## config.mk

```make
export PLATFORM = sky130hd
export DESIGN_NAME = board_irq_timer
export DESIGN_NICKNAME = d
export VERILOG_FILES = /design/src/logic/irq_timer_pkg.sv /design/src/logic/board_irq_timer.sv
export SDC_FILE = /design/constraint.sdc
export NUM_CORES = 1
export LEC_CHECK = 0
export BUFFER_PORTS_ARGS = -buffer_cell sky130_fd_sc_hd__buf_2
export CAP_MARGIN = 0
export CORE_ASPECT_RATIO = 1.2
export CORE_MARGIN = 2
export CORE_UTILIZATION = 55
export CTS_CLUSTER_DIAMETER = 50
export DETAILED_ROUTE_END_ITERATION = 8
export GPL_TIMING_DRIVEN = 0
export PLACE_DENSITY = 0.78
export RECOVER_POWER = 50
export SLEW_MARGIN = 20
export SYNTH_ARGS = -nofsm -noshare
export SYNTH_HDL_FRONTEND = slang
export SYNTH_SLANG_ARGS = --single-unit
```

## constraint.sdc

```tcl
create_clock -name pclk -period 4.1 [get_ports pclk]
set_clock_uncertainty 0.15 [all_clocks]
set_input_delay 0.615 -clock pclk [delete_from_list [all_inputs] [get_ports pclk]]
set_output_delay 0.615 -clock pclk [all_outputs]
set_load 0.1 [all_outputs]
```

## src/logic/irq_timer_pkg.sv

```systemverilog
// Package for the board interrupt controller and interval timer.
// Assumes a single 40 MHz APB clock domain and 16-bit register contents.
`default_nettype none

package irq_timer_pkg;

  // Clock and time base
  localparam int CLK_PERIOD_PS = 25000;
  localparam int TICK_PERIOD_PS = 99852000;
  localparam int TICK_CYCLES = TICK_PERIOD_PS / CLK_PERIOD_PS;
  localparam int DAC_UPLOAD_PS = 8000000;
  localparam int DAC_CYCLES = (DAC_UPLOAD_PS + CLK_PERIOD_PS - 1) / CLK_PERIOD_PS;

  // Register indices; byte address is four times the index
  localparam logic [7:0] TIMER_CTRL_IDX = 8'h00;
  localparam logic [7:0] DAC_CTRL_IDX = 8'h04;
  localparam logic [7:0] ADC_CTRL_IDX = 8'h06;
  localparam logic [7:0] DIO_CTRL_IDX = 8'h0A;
  localparam logic [7:0] IRQ_ENABLE_IDX = 8'h0C;
  localparam logic [7:0] IRQ_STATUS_IDX = 8'h0E;

  // Timer, DAC and DIO control fields
  localparam int TMR_PRELOAD_LSB = 8;
  localparam int TMR_AUTO_BIT = 1;
  localparam int TMR_RESTART_BIT = 0;
  localparam int TMR_RUN_BIT = 0;
  localparam int DAC_START_BIT = 0;
  localparam int DIO_GROUP_TWO_POL_BIT = 4;

  // Status layout
  localparam int ST_TIMER = 0;
  localparam int ST_DAC = 1;
  localparam int ST_ADC = 2;
  localparam int ST_DIO_LSB = 3;
  localparam int ST_CNT_LSB = 11;
  localparam int NUM_DIO = 8;
  localparam int NUM_CNT = 4;
  localparam int NUM_LOCAL = ST_CNT_LSB;
  localparam int NUM_SRC = NUM_LOCAL + NUM_CNT;

  localparam logic [7:0] TMR_RESET = 8'h00;
  localparam logic [NUM_SRC-1:0] ENABLE_RESET = 15'h0000;

  typedef struct packed {
    logic psel;
    logic penable;
    logic pwrite;
    logic [7:0] paddr;
    logic [31:0] pwdata;
  } apb_req_type;

  typedef struct packed {
    logic [31:0] prdata;
    logic pready;
    logic pslverr;
  } apb_rsp_type;

endpackage : irq_timer_pkg

`default_nettype wire

```

## src/logic/board_irq_timer.sv

```systemverilog
// Board interrupt controller with 8-bit interval timer, APB register slave.
// Assumes counter flags and ADC done come from logic on pclk; DIO lines are async pins.
`default_nettype none

// Functional notes
// - 8-bit down-counter from preload, one step per ~99.852 us tick.
// - Manual mode: counting starts on software restart and halts at zero.
// - Auto mode: reload preload and keep counting at every zero.
// - Expiry sets status bit 0; interrupts only with enable bit 0.
// - Expiry pulse goes to the counters as an output latch strobe.
// - One command uploads all four DAC buffers in ~8 us, then sets status.
// - ADC sequence completion sets its own status bit; its interrupt is gated by its enable.
// - DIO edges set status; polarity per line 0-3, shared for lines 4-7.
// - Status bits set on the condition regardless of enable.
// - Interrupt output high while any enabled status bit is set.
// - Writing zero to the enable register drops the interrupt output.
// - Counter status bits clear only in the counters, not via status writes.
// - Pending status reasserts interrupt as soon as enable is restored.
// - Writing one clears a status bit; writing zero leaves it.
// - Timer control bits 15:8 hold the preload in ~100 us ticks.
// - Bit 1 selects auto restart; bit 0 restarts only when bit 1 is clear.
// - Counter short events can request an interrupt when enabled.
module board_irq_timer
(
  // Clock and reset
  input wire logic pclk,
  input wire logic presetn,
  // APB slave
  input wire irq_timer_pkg::apb_req_type apb_req,
  output irq_timer_pkg::apb_rsp_type apb_rsp,
  // Event sources
  input wire logic adc_conv_done,
  input wire logic [irq_timer_pkg::NUM_CNT-1:0] cnt_event_flags,
  input wire logic [irq_timer_pkg::NUM_DIO-1:0] dio_lines,
  // Outputs to other blocks and host
  output logic cnt_latch_strobe,
  output logic dac_upload_start,
  output logic dac_upload_busy,
  output logic irq_out
);
  import irq_timer_pkg::*;

  typedef struct packed {
    logic [11:0] tick_cnt;
    logic [7:0] tmr_count;
    logic [7:0] tmr_preload;
    logic tmr_auto;
    logic tmr_run;
    logic strobe;
    logic dac_start;
    logic dac_busy;
    logic [8:0] dac_cnt;
    logic [NUM_DIO-1:0] dio_s1;
    logic [NUM_DIO-1:0] dio_s2;
    logic [NUM_DIO-1:0] dio_s3;
    logic [NUM_DIO-1:0] dio_stable;
    logic [4:0] dio_pol;
    logic [NUM_LOCAL-1:0] status;
    logic [NUM_SRC-1:0] enable;
    logic irq;
    logic ready;
    logic slverr;
    logic [31:0] prdata;
  } state_type;

  localparam logic [11:0] TICK_LAST = 12'(TICK_CYCLES - 1);
  localparam logic [8:0] DAC_LAST = 9'(DAC_CYCLES - 1);

  state_type state_reg;
  state_type state_next;

  function automatic logic reg_hit(input logic [7:0] addr, input logic [7:0] idx);
    reg_hit = (addr == 8'(idx << 2));
  endfunction

  logic access;
  logic do_write;
  logic [15:0] wdata;
  logic [NUM_SRC-1:0] status_full;
  logic tick;
  logic expire;
  logic [NUM_DIO-1:0] dio_change;
  logic [NUM_DIO-1:0] dio_event;
  logic [NUM_LOCAL-1:0] set_bits;
  logic [NUM_LOCAL-1:0] clr_bits;
  logic mapped;
  logic [15:0] rd_word;

  always_comb
  begin
    state_next = state_reg;
    access = apb_req.psel && apb_req.penable;
    do_write = access && state_reg.ready && apb_req.pwrite;
    wdata = apb_req.pwdata[15:0];
    status_full = {cnt_event_flags, state_reg.status};
    set_bits = '0;
    clr_bits = '0;
    expire = 1'b0;
    dio_change = '0;
    dio_event = '0;
    mapped = 1'b0;
    rd_word = 16'h0000;

    // Time base runs free so intervals keep a fixed phase
    tick = (state_reg.tick_cnt == TICK_LAST);
    state_next.tick_cnt = tick ? 12'h000 : state_reg.tick_cnt + 12'h001;

    // Interval timer
    if (state_reg.tmr_run && tick)
    begin
      if (state_reg.tmr_count <= 8'h01)
      begin
        expire = 1'b1;
        if (state_reg.tmr_auto)
        begin
          state_next.tmr_count = state_reg.tmr_preload;
        end
        else
        begin
          state_next.tmr_count = TMR_RESET;
          state_next.tmr_run = 1'b0;
        end
      end
      else
      begin
        state_next.tmr_count = state_reg.tmr_count - 8'h01;
      end
    end
    state_next.strobe = expire;
    set_bits[ST_TIMER] = expire;

    // DAC upload sequencer
    state_next.dac_start = 1'b0;
    if (state_reg.dac_busy)
    begin
      if (state_reg.dac_cnt == DAC_LAST)
      begin
        state_next.dac_busy = 1'b0;
        set_bits[ST_DAC] = 1'b1;
      end
      else
      begin
        state_next.dac_cnt = state_reg.dac_cnt + 9'h001;
      end
    end
    set_bits[ST_ADC] = adc_conv_done;

    // DIO pins: three stages, a change counts once stages two and three agree
    state_next.dio_s1 = dio_lines;
    state_next.dio_s2 = state_reg.dio_s1;
    state_next.dio_s3 = state_reg.dio_s2;
    for (int i = 0; i < NUM_DIO; i++)
    begin
      dio_change[i] = (state_reg.dio_s2[i] == state_reg.dio_s3[i])
        && (state_reg.dio_s3[i] != state_reg.dio_stable[i]);
      if (i < 4)
      begin
        dio_event[i] = dio_change[i] && (state_reg.dio_s3[i] == state_reg.dio_pol[i]);
      end
      else
      begin
        dio_event[i] = dio_change[i]
          && (state_reg.dio_s3[i] == state_reg.dio_pol[DIO_GROUP_TWO_POL_BIT]);
      end
    end
    for (int i = 0; i < NUM_DIO; i++)
    begin
      if (dio_change[i])
      begin
        state_next.dio_stable[i] = state_reg.dio_s3[i];
      end
    end
    set_bits[ST_DIO_LSB +: NUM_DIO] = dio_event;

    // APB: one wait state, answer registered, writes at completion edge
    state_next.ready = 1'b0;
    state_next.slverr = 1'b0;
    if (access && !state_reg.ready)
    begin
      state_next.ready = 1'b1;
      if (reg_hit(apb_req.paddr, TIMER_CTRL_IDX))
      begin
        mapped = 1'b1;
        rd_word = {state_reg.tmr_count, 7'h00, state_reg.tmr_run};
      end
      if (reg_hit(apb_req.paddr, DAC_CTRL_IDX))
      begin
        mapped = 1'b1;
        rd_word = {15'h0000, state_reg.dac_busy};
      end
      if (reg_hit(apb_req.paddr, DIO_CTRL_IDX))
      begin
        mapped = 1'b1;
        rd_word = {3'h0, state_reg.dio_pol, state_reg.dio_stable};
      end
      if (reg_hit(apb_req.paddr, IRQ_ENABLE_IDX))
      begin
        mapped = 1'b1;
        rd_word = {1'b0, state_reg.enable};
      end
      if (reg_hit(apb_req.paddr, IRQ_STATUS_IDX))
      begin
        mapped = 1'b1;
        rd_word = {1'b0, status_full};
      end
      state_next.prdata = {16'h0000, rd_word};
      state_next.slverr = !mapped;
    end

    if (do_write)
    begin
      if (reg_hit(apb_req.paddr, TIMER_CTRL_IDX))
      begin
        state_next.tmr_preload = wdata[TMR_PRELOAD_LSB +: 8];
        state_next.tmr_auto = wdata[TMR_AUTO_BIT];
        if (wdata[TMR_AUTO_BIT])
        begin
          state_next.tmr_count = wdata[TMR_PRELOAD_LSB +: 8];
          state_next.tmr_run = 1'b1;
        end
        else if (wdata[TMR_RESTART_BIT])
        begin
          state_next.tmr_count = wdata[TMR_PRELOAD_LSB +: 8];
          state_next.tmr_run = 1'b1;
        end
        else
        begin
          state_next.tmr_run = 1'b0;
        end
      end
      if (reg_hit(apb_req.paddr, DAC_CTRL_IDX) && wdata[DAC_START_BIT] && !state_reg.dac_busy)
      begin
        state_next.dac_busy = 1'b1;
        state_next.dac_start = 1'b1;
        state_next.dac_cnt = 9'h000;
      end
      if (reg_hit(apb_req.paddr, DIO_CTRL_IDX))
      begin
        state_next.dio_pol = wdata[NUM_DIO +: 5];
      end
      if (reg_hit(apb_req.paddr, IRQ_ENABLE_IDX))
      begin
        state_next.enable = wdata[NUM_SRC-1:0];
      end
      if (reg_hit(apb_req.paddr, IRQ_STATUS_IDX))
      begin
        clr_bits = wdata[NUM_LOCAL-1:0];
      end
    end

    // New events win over a clear in the same cycle
    state_next.status = (state_reg.status & ~clr_bits) | set_bits;
    state_next.irq = |(status_full & state_reg.enable);
  end

  always_ff @(posedge pclk or negedge presetn)
  begin
    if (!presetn)
    begin
      state_reg <= '0;
    end
    else
    begin
      state_reg <= state_next;
    end
  end

  assign apb_rsp.prdata = state_reg.prdata;
  assign apb_rsp.pready = state_reg.ready;
  assign apb_rsp.pslverr = state_reg.slverr;
  assign cnt_latch_strobe = state_reg.strobe;
  assign dac_upload_start = state_reg.dac_start;
  assign dac_upload_busy = state_reg.dac_busy;
  assign irq_out = state_reg.irq;

endmodule // board_irq_timer

`default_nettype wire

```

==> flow_metrics.py <==
metrics = {
    "sta": {
        "fin_crit_ps": 2450,
        "report.final.slew_viol_count": 66,
        "fin_setup_tns_ps": 0,
        "period_share_pct": 59.8,
        "postLayoutSetupSlackWorst_ps": 1650,
        "relSlewSlack_pct": -4.21,
        "max_freq_ghz": 0.408,
        "hold_viol_final": 0,
        "rsz0062_at_grt": "false",
        "fin_hold_ws_ps": 7.90,
        "worst_pin_slew_ps": 1560,
        "setup_viol": 0,
    },
    "place": {
        "dp_hpwl_um": 10100,
        "routabilityCongestion": 0.922,
        "dpl-instance-area_mm2": 0.00656,
        "dpl.cell_count": 746,
        "dp_slack_ps": 1260,
        "io_buffers": 63,
    },
    "setup_path": {
        "startpoint_type": "primary input",
        "cpMostUsedCell": "buf_2",
        "path_buf_inv": 2,
        "critical_path_class": "primary input to flop",
        "crit_slowest_cell": "or4b_2",
        "r2r_slack_ps": 1700,
        "critPathCaptureType": "flop",
        "path_delay_family": "simple AND/OR/NAND/NOR gates",
        "path_max_fanout": 10,
        "slowest_delay_ps": 720,
        "cp.arrival_ps": 2600,
        "crit_chain": "buf_2, or4b_2, nor3_1, buf_2, nand2_1, a211o_1",
        "cp.required_ps": 4250,
    },
    "die": {
        "die_h_um": 118,
        "initial_utilization_pct": 56.7,
        "coreArea_mm2": 0.0106,
        "die_w_um": 99.3,
        "die-area_mm2": 0.0118,
        "core.rowCount": 41,
        "ios": 96,
    },
    "logic_synthesis": {
        "synthArstFlopShare_pct": 100,
        "synth-edff-count": 0,
        "syn_area_mm2": 0.00600,
        "synth_seq_cells": 124,
        "yosysUniqueCellTypes": 66,
        "netlist.area_leader.share_pct": 51.7,
        "avgSynthCellArea_um2": 11.1,
        "ys_top_cells_by_area": "dfrtp_1 52%, mux2_2 5.3%, buf_4 4.3%",
        "yosysTopAreaCell": "dfrtp_1",
        "synth_ff_type": "dfrtp_1",
        "yosysWarnings": 0,
        "syn_inst": 538,
        "seq_area_frac_synth_pct": 51.7,
    },
    "power_and_ir_drop": {
        "finalPower_mw": 3.25,
        "power_per_cell_area_mw_per_mm2": 453,
        "power_leakage_nw": 3.23,
        "vdd_drop_max_mv": 0.215,
    },
    "clock_tree": {
        "cts_max_level": 4,
        "post_cts_buffers": 0,
        "cts_tree": "done",
        "cts.sinks": 124,
        "clk_path_buf_depth": 2,
        "cts_buffers": 17,
        "root_buffer": "clkbuf_16",
        "cts.clk_slew.worst_paths_ps": 60,
        "cts_resized": 0,
        "insertion_delay_ps": 420,
        "hold_buffers": 0,
    },
    "drt": {
        "ant_nets": 0,
        "routedWlPerCell_um": 18.7,
        "routed_via_density": 5.96,
        "wirelength_um": 14500,
        "vias": 4629,
        "firstDrtPassIters": 7,
        "drt_iter0_drc": 350,
        "drc": 0,
    },
    "finish": {
        "layout_common_cells": "124 x dfrtp_1, 67 x buf_2, 38 x nand2_1, 34 x buf_4, 33 x nor2_1",
        "final_area_mm2": 0.00716,
        "layout-drive-gt1-share_pct": 27.6,
        "antenna_cells": 0,
        "largest_register_ffs": 86,
        "area_growth_pct": 19.4,
        "final_nets": 699,
        "stdcell_count": 777,
        "layout_commonest_cell": "dfrtp_1",
        "finish.utilization_pct": 67.8,
    },
    "grt": {
        "antenna_found_initial": 0,
        "track_usage_pct": 26.1,
        "first_global_vias": 4610,
        "grt_first_pass_wirelength_um": 23800,
        "grt_max_degree": 66,
        "grt.overflow.total": 0,
    },
    "outcome": {
        "violations": "max-capacitance violations, max-slew violations",
        "status": "finished, violations left",
    },
    "hold_path": {
        "hp-class": "primary input to async pin",
    },
    "job": {
        "drv_cap": 1,
    },
}
cells in the mapped netlist, types with 9 or more instances:
cell,number
dfrtp_1,124
nand2_1,38
buf_4,34
nor2_1,33
mux2_2,28
mux2i_1,18
a21oi_1,14
clkbuf_1,14
o21ai_0,13
inv_1,12
a22oi_1,11
a2bb2oi_1,10
and4b_1,10
nand3_1,10
a31oi_1,9
nor3_1,9
xnor2_1,9
path summary, 6_finish.rpt:
kind | start | end | cells past startpoint
worst max-delay path | apb_req[34] | state_reg[58] | 6
worst min-delay path | presetn | state_reg[80] | 1
worst max register to register | state_reg[129] | state_reg[127] | 7
worst min register to register | state_next[86] | state_next[78] | 0
max in group asynchronous | presetn | apb_rsp[3] | 2
min in group pclk | dio_lines[2] | state_next[84] | 1
area by class of cell:
type | instances | area, um^2
plain buffers | 55 | 348
flip-flops and latches | 124 | 3100
repair buffers | 64 | 327
well taps | 129 | 161
clock inverters | 11 | 168
inverters | 13 | 48.8
multi-input cells | 361 | 2560
fillers | 809 | 3410
clock buffers | 20 | 447
report_power, final:
group / switching (mW) / internal [mW] / leakage (nW)
sequential: 0.0354 / 1.27 / 1.53
combinational: 0.283 / 0.0976 / 1.40
clock: 0.535 / 1.03 / 0.296
cell families (layout without fill, tap and decap cells):
group	Yosys count	in the layout	share of synthesized area (%)
AND/OR/NAND/NOR	173	173	17.0
XOR/XNOR	13	13	1.90
flip-flops	124	124	51.7
buffers and inverters	68	163	6.61
AO/OA/AOI/OAI	99	99	11.8
other	1	16	0.0625
adder cells (fa/ha/maj)	13	13	2.38
multiplexers	47	47	8.45
per-layer routing:
metal	wire, um	GRT usage (%)	vias up
li1	-	-	2132
met1	5900	34.6	2280
met2	7240	40.8	185
met3	1040	6.33	32
met4	355	11.3	0
met5	0	0	-
(Power assumes the default switching activity.)
